[src/inc/acp_map.svh]
// Offsets, field positions, reset values and counts of the serial configuration port.
`ifndef ACP_MAP_SVH
`define ACP_MAP_SVH

// ----------------------------------------------------------------------------
// Register bus offsets
// ----------------------------------------------------------------------------
`define ACP_ADDR_CTRL 4'h0
`define ACP_ADDR_STATUS 4'h1
`define ACP_ADDR_ERROR 4'h2
`define ACP_ADDR_FRAMES 4'h3

// ----------------------------------------------------------------------------
// Field positions
// ----------------------------------------------------------------------------
`define ACP_CTRL_ENABLE 0
`define ACP_ERR_UNDERRUN 0
`define ACP_ERR_SHORT 1

// ----------------------------------------------------------------------------
// Reset values
// ----------------------------------------------------------------------------
`define ACP_CTRL_RESET 1'h1
`define ACP_CFG_RESET 12'h000
`define ACP_PINS_IDLE 3'h6

// ----------------------------------------------------------------------------
// Frame counts
// ----------------------------------------------------------------------------
`define ACP_CFG_EDGES 5'h0C
`define ACP_LAST_EDGE 5'h0F

`endif

[src/inc/acp_pkg.sv]
// Types shared by the serial configuration port and its bench.
package acp_pkg;

  // --------------------------------------------------------------------------
  // Pin group sampled from the host
  // --------------------------------------------------------------------------
  typedef struct packed {
    logic cs_n;
    logic sclk;
    logic din;
  } acp_pins_t;

  // --------------------------------------------------------------------------
  // Twelve-bit configuration word, top bit first on the wire
  // --------------------------------------------------------------------------
  typedef struct packed {
    logic write_en;
    logic sequencer_ctl_hi;
    logic [1:0] spare_hi;
    logic channel_sel_hi;
    logic channel_sel_lo;
    logic power_mode_hi;
    logic power_mode_lo;
    logic sequencer_ctl_lo;
    logic spare_lo;
    logic range_sel;
    logic coding_sel;
  } acp_cfg_t;

  // --------------------------------------------------------------------------
  // Frame states
  // --------------------------------------------------------------------------
  typedef enum logic [1:0] {
    ACP_IDLE = 2'b00,
    ACP_SHIFT = 2'b01,
    ACP_DONE = 2'b10
  } acp_state_t;

endpackage

[src/hw/acp_fifo.sv]
// Small synchronous FIFO with registered ready and valid flags.
`timescale 1ns/1ns
module acp_fifo #(
  parameter int WIDTH = 12,
  parameter int DEPTH = 4
) (
  input wire logic i_clock,
  input wire logic i_rst_b,
  input wire logic i_in_valid,
  input wire logic [WIDTH-1:0] i_in_data,
  output logic o_in_ready,
  output logic o_out_valid,
  output logic [WIDTH-1:0] o_out_data,
  input wire logic i_out_ready,
  output logic [$clog2(DEPTH+1)-1:0] o_level
);

  localparam int AW = (DEPTH > 1) ? $clog2(DEPTH) : 1;
  localparam int CW = $clog2(DEPTH + 1);

  logic [WIDTH-1:0] mem [DEPTH];
  logic [AW-1:0] wr_ptr;
  logic [AW-1:0] rd_ptr;
  logic [CW-1:0] next_level;
  logic push;
  logic pop;

  function automatic logic [AW-1:0] step(input logic [AW-1:0] p);
    step = (p == AW'(DEPTH - 1)) ? '0 : p + 1'b1;
  endfunction

  assign push = i_in_valid & o_in_ready;
  assign pop = o_out_valid & i_out_ready;
  assign o_out_data = mem[rd_ptr];

  always_comb begin
    next_level = o_level;
    if (push & ~pop) begin
      next_level = o_level + 1'b1;
    end else if (pop & ~push) begin
      next_level = o_level - 1'b1;
    end
  end

  always_ff @(posedge i_clock) begin
    if (push) begin
      mem[wr_ptr] <= i_in_data;
    end
  end

  always_ff @(posedge i_clock or negedge i_rst_b) begin
    if (!i_rst_b) begin
      wr_ptr <= '0;
      rd_ptr <= '0;
      o_level <= '0;
      o_in_ready <= 1'b1;
      o_out_valid <= 1'b0;
    end else begin
      if (push) begin
        wr_ptr <= step(wr_ptr);
      end
      if (pop) begin
        rd_ptr <= step(rd_ptr);
      end
      o_level <= next_level;
      o_in_ready <= (next_level != CW'(DEPTH));
      o_out_valid <= (next_level != '0);
    end
  end

endmodule

[src/hw/acp_serial_port.sv]
// Serial frame logic: configuration capture, result shift-out and control registers.
//
// Contract
// RULE1: The twelve-bit configuration register is write-only from the serial side and never readable.
// RULE2: Each configuration bit is captured from the serial input on a falling serial clock edge.
// RULE3: A configuration word shifted in during a frame applies to the following conversion.
// RULE4: A frame is sixteen serial clocks, and the host supplies all sixteen every frame.
// RULE5: Only the bits of the first twelve falling edges after chip select falls are used.
// RULE6: The first serial bit lands in the top bit of the configuration register.
// RULE7: The sampling stage returns to tracking when a conversion ends and tracks until the next sample.
// RULE8: A falling chip select samples the input, starts a conversion and opens the frame.
// RULE9: The serial output sends two zeros, two channel bits, then twelve result bits top bit first.
// RULE10: A twelve-bit word whose top bit is one is stored, otherwise the register is left unchanged.
// RULE11: The range bit picks the double span at zero and the coding bit picks twos complement at zero.
// RULE12: After the sixteenth clock further edges are ignored until chip select rises and falls again.
`timescale 1ns/1ns
`include "acp_map.svh"
module acp_serial_port
  import acp_pkg::*;
#(
  parameter int SAMPLE_WIDTH = 12,
  parameter int FIFO_DEPTH = 4
) (
  input wire logic i_clock,
  input wire logic i_rst_b,
  input wire acp_pins_t i_pins,
  output logic o_dout,
  output logic o_dout_oe,
  output logic o_conv_start,
  output logic o_track,
  output acp_cfg_t o_conv_cfg,
  input wire logic i_sample_valid,
  input wire logic [SAMPLE_WIDTH-1:0] i_sample_data,
  output logic o_sample_ready,
  input wire logic [3:0] i_addr,
  input wire logic [15:0] i_wr_data,
  input wire logic i_wr,
  input wire logic i_rd,
  output logic [15:0] o_rd_data
);

  // --------------------------------------------------------------------------
  // Declarations
  // --------------------------------------------------------------------------
  acp_pins_t sync1;
  acp_pins_t sync2;
  acp_pins_t sync3;
  acp_pins_t lvl;
  acp_pins_t next_lvl;
  acp_state_t state;
  acp_state_t next_state;
  acp_cfg_t cfg;
  acp_cfg_t in_word;
  logic [10:0] in_shift;
  logic [14:0] out_shift;
  logic [4:0] edge_cnt;
  logic [15:0] frames;
  logic [1:0] err;
  logic enable;
  logic cs_fall;
  logic cs_rise;
  logic sclk_fall;
  logic frame_start;
  logic shift_edge;
  logic last_edge;
  logic short_frame;
  logic underrun;
  logic fifo_valid;
  logic [SAMPLE_WIDTH-1:0] fifo_data;
  logic [$clog2(FIFO_DEPTH+1)-1:0] fifo_level;
  logic [SAMPLE_WIDTH-1:0] coded;
  logic [15:0] next_rd_data;
  logic err_wr;

  // Selected output coding: straight binary, or the top bit turned over.
  function automatic logic [SAMPLE_WIDTH-1:0] apply_coding(
    input logic [SAMPLE_WIDTH-1:0] value,
    input logic straight
  );
    apply_coding = straight ? value : {~value[SAMPLE_WIDTH-1], value[SAMPLE_WIDTH-2:0]};
  endfunction

  // --------------------------------------------------------------------------
  // Pin synchronisers and level filter
  // --------------------------------------------------------------------------
  // A pin level is taken only once the second and third stages agree.
  // The serial clock must stay well below a quarter of the system clock.
  always_ff @(posedge i_clock or negedge i_rst_b) begin
    if (!i_rst_b) begin
      sync1 <= `ACP_PINS_IDLE;
      sync2 <= `ACP_PINS_IDLE;
      sync3 <= `ACP_PINS_IDLE;
    end else begin
      sync1 <= i_pins;
      sync2 <= sync1;
      sync3 <= sync2;
    end
  end

  assign next_lvl = (sync3 & ~(sync2 ^ sync3)) | (lvl & (sync2 ^ sync3));

  always_ff @(posedge i_clock or negedge i_rst_b) begin
    if (!i_rst_b) begin
      lvl <= `ACP_PINS_IDLE;
    end else begin
      lvl <= next_lvl;
    end
  end

  assign cs_fall = lvl.cs_n & ~next_lvl.cs_n;
  assign cs_rise = ~lvl.cs_n & next_lvl.cs_n;
  assign sclk_fall = lvl.sclk & ~next_lvl.sclk;

  // --------------------------------------------------------------------------
  // Frame sequencing
  // --------------------------------------------------------------------------
  assign frame_start = (state == ACP_IDLE) & cs_fall & enable; // RULE8
  assign shift_edge = (state == ACP_SHIFT) & sclk_fall & ~cs_rise; // RULE12
  assign last_edge = shift_edge & (edge_cnt == `ACP_LAST_EDGE); // RULE4
  assign short_frame = (state == ACP_SHIFT) & cs_rise;

  always_comb begin
    next_state = state;
    case (state)
      ACP_IDLE: begin
        if (frame_start) begin
          next_state = ACP_SHIFT;
        end
      end
      ACP_SHIFT: begin
        if (cs_rise) begin
          next_state = ACP_IDLE;
        end else if (last_edge) begin
          next_state = ACP_DONE; // RULE12
        end
      end
      ACP_DONE: begin
        if (cs_rise) begin
          next_state = ACP_IDLE; // RULE12
        end
      end
      default: begin
        next_state = ACP_IDLE;
      end
    endcase
  end

  always_ff @(posedge i_clock or negedge i_rst_b) begin
    if (!i_rst_b) begin
      state <= ACP_IDLE;
    end else begin
      state <= next_state;
    end
  end

  always_ff @(posedge i_clock or negedge i_rst_b) begin
    if (!i_rst_b) begin
      edge_cnt <= '0;
    end else if (frame_start) begin
      edge_cnt <= '0;
    end else if (shift_edge) begin
      edge_cnt <= edge_cnt + 1'b1; // RULE4
    end
  end

  // --------------------------------------------------------------------------
  // Configuration capture
  // --------------------------------------------------------------------------
  assign in_word = {in_shift, lvl.din}; // RULE6

  always_ff @(posedge i_clock or negedge i_rst_b) begin
    if (!i_rst_b) begin
      in_shift <= '0;
    end else if (shift_edge && edge_cnt < `ACP_CFG_EDGES) begin
      in_shift <= {in_shift[9:0], lvl.din}; // RULE2
    end
  end

  // The stored word has no read path; it steers later conversions and the coding and channel bits shifted out.
  always_ff @(posedge i_clock or negedge i_rst_b) begin
    if (!i_rst_b) begin
      cfg <= `ACP_CFG_RESET; // RULE1
    end else if (shift_edge && edge_cnt == `ACP_CFG_EDGES - 5'h01) begin
      if (in_word.write_en) begin
        cfg <= in_word; // RULE10
      end
    end // RULE5
  end

  // The word seen by a conversion is frozen when its frame opens.
  always_ff @(posedge i_clock or negedge i_rst_b) begin
    if (!i_rst_b) begin
      o_conv_cfg <= `ACP_CFG_RESET;
    end else if (frame_start) begin
      o_conv_cfg <= cfg; // RULE3
    end
  end

  // --------------------------------------------------------------------------
  // Conversion start and track-and-hold
  // --------------------------------------------------------------------------
  always_ff @(posedge i_clock or negedge i_rst_b) begin
    if (!i_rst_b) begin
      o_conv_start <= 1'b0;
    end else begin
      o_conv_start <= frame_start; // RULE8
    end
  end

  // An aborted frame also ends the conversion and returns to tracking.
  always_ff @(posedge i_clock or negedge i_rst_b) begin
    if (!i_rst_b) begin
      o_track <= 1'b1;
    end else if (frame_start) begin
      o_track <= 1'b0;
    end else if (last_edge || short_frame) begin
      o_track <= 1'b1; // RULE7
    end
  end

  // --------------------------------------------------------------------------
  // Result buffer and serial output
  // --------------------------------------------------------------------------
  acp_fifo #(
    .WIDTH(SAMPLE_WIDTH),
    .DEPTH(FIFO_DEPTH)
  ) u_fifo (
    .i_clock(i_clock),
    .i_rst_b(i_rst_b),
    .i_in_valid(i_sample_valid),
    .i_in_data(i_sample_data),
    .o_in_ready(o_sample_ready),
    .o_out_valid(fifo_valid),
    .o_out_data(fifo_data),
    .i_out_ready(frame_start),
    .o_level(fifo_level)
  );

  assign underrun = frame_start & ~fifo_valid;
  assign coded = fifo_valid ? apply_coding(fifo_data, cfg.coding_sel) : '0; // RULE11

  // The first leading zero appears with chip select; each later bit on a falling edge.
  always_ff @(posedge i_clock or negedge i_rst_b) begin
    if (!i_rst_b) begin
      out_shift <= '0;
      o_dout <= 1'b0;
    end else if (frame_start) begin
      out_shift <= {1'b0, cfg.channel_sel_hi, cfg.channel_sel_lo, coded}; // RULE9
      o_dout <= 1'b0; // RULE9
    end else if (shift_edge && edge_cnt < `ACP_LAST_EDGE) begin
      o_dout <= out_shift[14]; // RULE9
      out_shift <= {out_shift[13:0], 1'b0};
    end
  end

  always_ff @(posedge i_clock or negedge i_rst_b) begin
    if (!i_rst_b) begin
      o_dout_oe <= 1'b0;
    end else if (frame_start) begin
      o_dout_oe <= 1'b1;
    end else if (cs_rise) begin
      o_dout_oe <= 1'b0;
    end
  end

  // --------------------------------------------------------------------------
  // Control, error and frame count registers
  // --------------------------------------------------------------------------
  always_ff @(posedge i_clock or negedge i_rst_b) begin
    if (!i_rst_b) begin
      enable <= `ACP_CTRL_RESET;
    end else if (i_wr && i_addr == `ACP_ADDR_CTRL) begin
      enable <= i_wr_data[`ACP_CTRL_ENABLE];
    end
  end

  assign err_wr = i_wr & (i_addr == `ACP_ADDR_ERROR);

  // Write one to clear; a new event in the same cycle keeps its bit set.
  always_ff @(posedge i_clock or negedge i_rst_b) begin
    if (!i_rst_b) begin
      err <= '0;
    end else begin
      err[`ACP_ERR_UNDERRUN] <= (err[`ACP_ERR_UNDERRUN]
        & ~(err_wr & i_wr_data[`ACP_ERR_UNDERRUN])) | underrun;
      err[`ACP_ERR_SHORT] <= (err[`ACP_ERR_SHORT]
        & ~(err_wr & i_wr_data[`ACP_ERR_SHORT])) | short_frame; // RULE4
    end
  end

  always_ff @(posedge i_clock or negedge i_rst_b) begin
    if (!i_rst_b) begin
      frames <= '0;
    end else if (last_edge) begin
      frames <= frames + 1'b1;
    end
  end

  // --------------------------------------------------------------------------
  // Register read port
  // --------------------------------------------------------------------------
  always_comb begin
    next_rd_data = '0;
    case (i_addr)
      `ACP_ADDR_CTRL: begin
        next_rd_data[`ACP_CTRL_ENABLE] = enable;
      end
      `ACP_ADDR_STATUS: begin
        next_rd_data = {10'h000, fifo_level, (state == ACP_DONE),
          (state != ACP_IDLE), o_track};
      end
      `ACP_ADDR_ERROR: begin
        next_rd_data = {14'h0000, err};
      end
      `ACP_ADDR_FRAMES: begin
        next_rd_data = frames;
      end
      default: begin
        next_rd_data = '0;
      end
    endcase
  end

  always_ff @(posedge i_clock or negedge i_rst_b) begin
    if (!i_rst_b) begin
      o_rd_data <= '0;
    end else if (i_rd) begin
      o_rd_data <= next_rd_data; // RULE1
    end else begin
      o_rd_data <= '0;
    end
  end

endmodule

[config.mk]
export PLATFORM = sky130hd
export DESIGN_NAME = acp_serial_port
export DESIGN_NICKNAME = d
export VERILOG_FILES = /design/src/inc/acp_pkg.sv /design/src/hw/acp_fifo.sv /design/src/hw/acp_serial_port.sv
export VERILOG_INCLUDE_DIRS = /design/src /design/src/inc
export SDC_FILE = /design/constraint.sdc
export NUM_CORES = 1
export LEC_CHECK = 0
export ABC_AREA = 1
export BUFFER_PORTS_ARGS = -buffer_cell sky130_fd_sc_hd__buf_2
export CAP_MARGIN = 30
export CORE_UTILIZATION = 60
export CTS_BUF_LIST = sky130_fd_sc_hd__clkbuf_8
export DETAILED_ROUTE_END_ITERATION = 6
export GPL_TIMING_DRIVEN = 0
export PLACE_DENSITY_LB_ADDON = 0.08
export SETUP_SLACK_MARGIN = 0.5
export SLEW_MARGIN = 20
export SYNTH_ARGS = -nofsm -noshare
export SYNTH_HDL_FRONTEND = slang
export SYNTH_SLANG_ARGS = --single-unit
[constraint.sdc]
create_clock -name i_clock -period 4.7 [get_ports i_clock]
set_clock_uncertainty 0.15 [all_clocks]
set_input_delay 0.235 -clock i_clock [delete_from_list [all_inputs] [get_ports i_clock]]
set_output_delay 0.235 -clock i_clock [all_outputs]
set_load 0.01 [all_outputs]
; Word level (Yosys, flattened, before mapping)
; Memory sizes are Yosys's and may differ from the RTL's.
; Cells that the tools add are included.
[word_totals]
reg_bits = 117
mem_bits_rw = 48
out_inout_bits = 33
wordCells = 150
mem_count = 1
[op_classes]
addsub = 6
magnitude_cmp = 2
eq_ne = 13
n_mux = 26
bitwise = 36
reduce_logical = 15
[mem_list]
columns = memory, words, width, rd, rd_ports_with_merged_regs, wr, line
row1 = u_fifo.mem, 4, 12, 1, 0, 1, acp_fifo.sv:21  ; logic [WIDTH-1:0] mem [DEPTH];
[ops]
columns = operator, count
row1 = 15-bit one-hot mux with 3 select lines, 1
row2 = 15-bit two-way mux, 2
row3 = 12-bit two-way mux, 2
row4 = 1-bit AND, 19
row5 = 16-bit by 1-bit adder with 16-bit output (second input constant), 1
row6 = 16-bit two-way mux, 1
row7 = 2-bit two-way mux, 6
row8 = 5-bit by 4-bit equality test with 1-bit output (second input constant), 2
row9 = 5-bit by 4-bit < comparator with 1-bit output (second input constant), 2
row10 = 5-bit two-way mux, 2
row11 = 1-bit NOT, 10
row12 = 2-bit nonzero test, 5
row13 = 4-bit by 2-bit equality test with 1-bit output (second input constant), 2
row14 = 1-bit two-way mux, 8
row15 = 3-bit AND, 2
row16 = 2-bit equality test (second input constant), 3
row17 = 3-bit two-way mux, 2
row18 = 3-bit != test (second input constant), 2
row19 = 2-bit one-hot mux with 3 select lines, 1
row20 = 5-bit by 1-bit adder with 5-bit output (second input constant), 1
row21 = 2-bit by 1-bit adder with 2-bit output (second input constant), 2
row22 = 4-bit by 1-bit equality test with 1-bit output (second input constant), 1
row23 = 1-bit logical AND, 4
row24 = 4-bit zero test, 1
row25 = other kinds (14), 16

; Depth between registers and ports, before layout
[logic_depth]
ltp_word = 13
ltp_mapped = 10
depth_no_buf = 10

; By module
; From an unflattened synthesis, not the netlist that was laid out.
[unflattened]
cells_unflattened = 731
area_unflattened_um2 = 7098.1
[by_module_without_submodules]
columns = mod, n_inst, cells_each, area_each_um2, seq_area_each_um2
row1 = acp_serial_port, 1, 536, 4694.5, 2715.1
row2 = acp_fifo, 1, 195, 2403.6, 1667.8

; Least setup slack after synthesis
; OpenSTA, ideal clock, no wires.
[synth_path]
path_kind = reg2reg
startpoint = register u_fifo.o_in_ready
endpoint = memory u_fifo.mem[0][0], enable pin
setup_time_ns = 0.380
arrival_ns = 1.240
required_time_ns = 4.170
slack_ns = 2.930
path_stages_with_launch = 3
path_buffers = 0
cell_sequence = dfstp_2 -> nand2_1 -> nor2_1
[synth_via]
elab_chain_len = 3
[synth_rtl]
columns = item, line
row1 = "start, declared", acp_fifo.sv:11  ; output logic o_in_ready,
row2 = "start signal, assigned", acp_fifo.sv:66  ; o_in_ready <= (next_level != CW'(DEPTH));
row3 = 1-bit AND, acp_fifo.sv:32  ; assign push = i_in_valid & o_in_ready;
row4 = 1-bit two-way mux, acp_fifo.sv:46  ; if (push) begin
row5 = 1-bit two-way mux (implied by the code), acp_fifo.sv:47  ; mem[wr_ptr] <= i_in_data;
row6 = "end, declared", acp_fifo.sv:21
; Every way passes these cells.

; Worst setup path after layout
[layout_path]
startpoint = register u_fifo.o_in_ready
endpoint = memory u_fifo.mem[1][9], enable pin
; Same word-level chain as after synthesis.

==> results_dict.tcl <==
set metrics [dict create \
    status "finished clean" \
    grt_pass1_vias 4713 \
    rsz0062_at_grt "false" \
    slew_headroom 0.490 \
    clockBufferDepth 2 \
    r2r_start "u_fifo.o_in_ready$_DFF_PN1_" \
    place_ws_ns 2.61 \
    place_area_sq_um 7400 \
    clk_pin_slew_ns 0.08 \
    worstSetupEndpoint "u_fifo.mem[1][9]$_DFFE_PP_" \
    die-area_sq_um 11900 \
    critical_path_arrival_ns 2.10 \
    seqCellArea_sq_um 4380 \
    finalSetupTns_ns 0 \
    hpwl_mm 9.22 \
    r2r_cells 3 \
    r2r_slack_ns 2.62 \
    drt_iter0_drc 374 \
    grt_max_degree 80 \
    multiInputGateArea_sq_um 2130 \
    drt_wl_total_mm 13.3 \
    rows 38 \
    busiest_layer "met2" \
    crit_fanout 8 \
    grtUsageMet3 0.0723 \
    drive_above_1_share 0.168 \
    setup-violations-final 0 \
    finalCriticalPeriod_ns 2.08 \
    yosys.area.top_type_share 0.385 \
    yosysTopAreaCell "dfrtp_1" \
    hold_violations 0 \
    final_common_cell "nand2_1" \
    core_area_sq_um 11000 \
    ys_warn_count 0 \
    syn_avg_cell_area_sq_um 10.1 \
    post_cts_resize_count 0 \
    worst_slack_ns 2.62 \
    cts-root-buf "clkbuf_8" \
    ios 73 \
    synthDistinctLibCells 42 \
    netlist_area_sq_um 6880 \
    async_reset_ff_frac 0.709 \
    start_kind "flip-flop" \
    fillers 804 \
    ant_nets 0 \
    overflow 0 \
    initial_utilization 0.627 \
    drv_slew 0 \
    num_vias 4994 \
    wl_per_cell_microns 14.2 \
    drv_cap 0 \
    htreeDepth 4 \
    die_x_microns 109 \
    p_leak_nw 3.76 \
    fin_area_sq_um 7960 \
    grt.total_usage 0.245 \
    antenna_found_initial 0 \
    tightest_slew_ns 0.764 \
    antenna_cells 0 \
    crit_required_ns 4.71 \
    post_cts_buffers 0 \
    hold_buffers 22 \
    cts_buffers 17 \
    met2_usage 0.409 \
    synth_edf_count 48 \
    syn_inst 684 \
    ir_worst_vdd_uv 311 \
    synthTopCellsByArea "dfrtp_1 39%, edfxtp_1 21%, nand2_1 9.1%" \
    final_cell_mix "167 x nand2_1, 106 x dfrtp_1, 83 x nor2_1, 74 x inv_1, 67 x buf_2" \
    via_per_inst 5.32 \
    syn2layout_area_growth_pct 15.6 \
    endpoint_kind "flip-flop" \
    min_path_type "input port to asynchronous set/reset pin" \
    cts_tree "done" \
    gp_congestion 0.861 \
    grt_use_met1 0.302 \
    grt_pass1_wl_mm 21.7 \
    syn-num-nets 734 \
    whs_ns 0.0977 \
    ys_seq_area_frac 0.637 \
    die_h_microns 109 \
    drc 0 \
    startpoint "u_fifo.o_in_ready$_DFF_PN1_" \
    firstDrtPassIters 5 \
    synth_top_flop_cell "dfrtp_1" \
    power_density_nw_per_um2 445 \
    max_freq_mhz 480 \
    io_buffers 58 \
    fin_crit_sh 0.444 \
    numClockSinks 165 \
    nets 835 \
    rr_endpoint "u_fifo.mem[1][9]$_DFFE_PP_" \
    crit_type "flip-flop to flip-flop" \
    ys_ff_latch 165 \
    insertion_delay_ns 0.45 \
]
==> layer usage <==
metal | up-vias | part of all wire
li1 | 2432 | -
met1 | 2416 | 0.43
met2 | 123 | 0.50
met3 | 23 | 0.044
met4 | 0 | 0.018
met5 | - | 0
==> cell families after synthesis <==
logic type / Yosys count / share of synthesized area
compound gates: 93 / 0.0745
buf+inv: 89 / 0.0540
fa+ha+maj: 11 / 0.0196
mux: 1 / 0.00164
simple gates: 311 / 0.194
xor+xnor: 14 / 0.0189
flops: 165 / 0.637
==> cells in the mapped netlist (3+ instances only) <==
library cell,n
nand2_1,167
dfrtp_1,106
nor2_1,86
inv_1,67
edfxtp_1,48
o21ai_0,46
nand3_1,28
o21ai_1,16
xor2_1,12
a31oi_1,11
dfstp_2,11
buf_2,10
ha_1,10
a21oi_1,8
nand4_1,7
nor3_1,6
clkbuf_1,5
nand2_4,4
buf_6,3
nor2_2,3
o211ai_1,3
o22ai_1,3
==> stage by stage <==
step / utilization / cells / total power [mW]
floorplan: - / 684 / 2.39
global placement: 0.669 / 882 / 2.60
detailed placement: 0.673 / 884 / 2.67
CTS: 0.725 / 938 / 3.56
global route: 0.725 / 938 / 3.76
finish: 0.725 / 938 / 3.54
==> how the worst min path moves through the flow <==
stage | cells past startpoint | end | from | slack (ns)
floorplan | 0 | asynchronous set/reset pin | i_rst_b | -0.21
global placement | 0 | sync2[0]$_DFF_PN0_ | sync1[0]$_DFF_PN0_ | 0.18
detailed placement | 1 | u_fifo.o_level[0]$_DFF_PN0_ | i_rst_b | 0.02
CTS | 5 | o_rd_data[1]$_DFF_PN0_ | i_addr[0] | 0.07
global route | 5 | o_rd_data[1]$_DFF_PN0_ | i_addr[0] | 0.10
finish | 2 | u_fifo.rd_ptr[1]$_DFFE_PN0P_ | i_rst_b | 0.1
==> critical path: stages, from the launching register on <==
cell and delay [ns]:
dfstp_2 0.53, nand2_1 0.20, nor2_1 0.62, buf_4 0.29
==> flip-flops by register name, indices dropped and copies added (netlist names), 2 cells and up, named ones only <==
name	count
u_fifo.mem	48
frames	16
o_rd_data	16
out_shift	15
cfg	12
o_conv_cfg	12
in_shift	11
edge_cnt	5
sync1	3
sync2	3
sync3	3
u_fifo.o_level	3
err	2
lvl	2
state	2
u_fifo.rd_ptr	2
u_fifo.wr_ptr	2
==> report_power, final <==
group | switching (mW) | internal [mW]
sequential | 0.114 | 1.72
combinational | 0.542 | 0.289
clock | 0.479 | 0.405
==> cell type report <==
type	count	area share
Multi-Input combinational cell	430	0.268
Tap cell	140	0.0220
Inverter	70	0.0332
Timing Repair Buffer	82	0.0693
Sequential cell	165	0.551
Clock inverter	15	0.0135
Clock buffer	17	0.0294
Buffer	19	0.0135
Power figures use the tool's default switching activity.
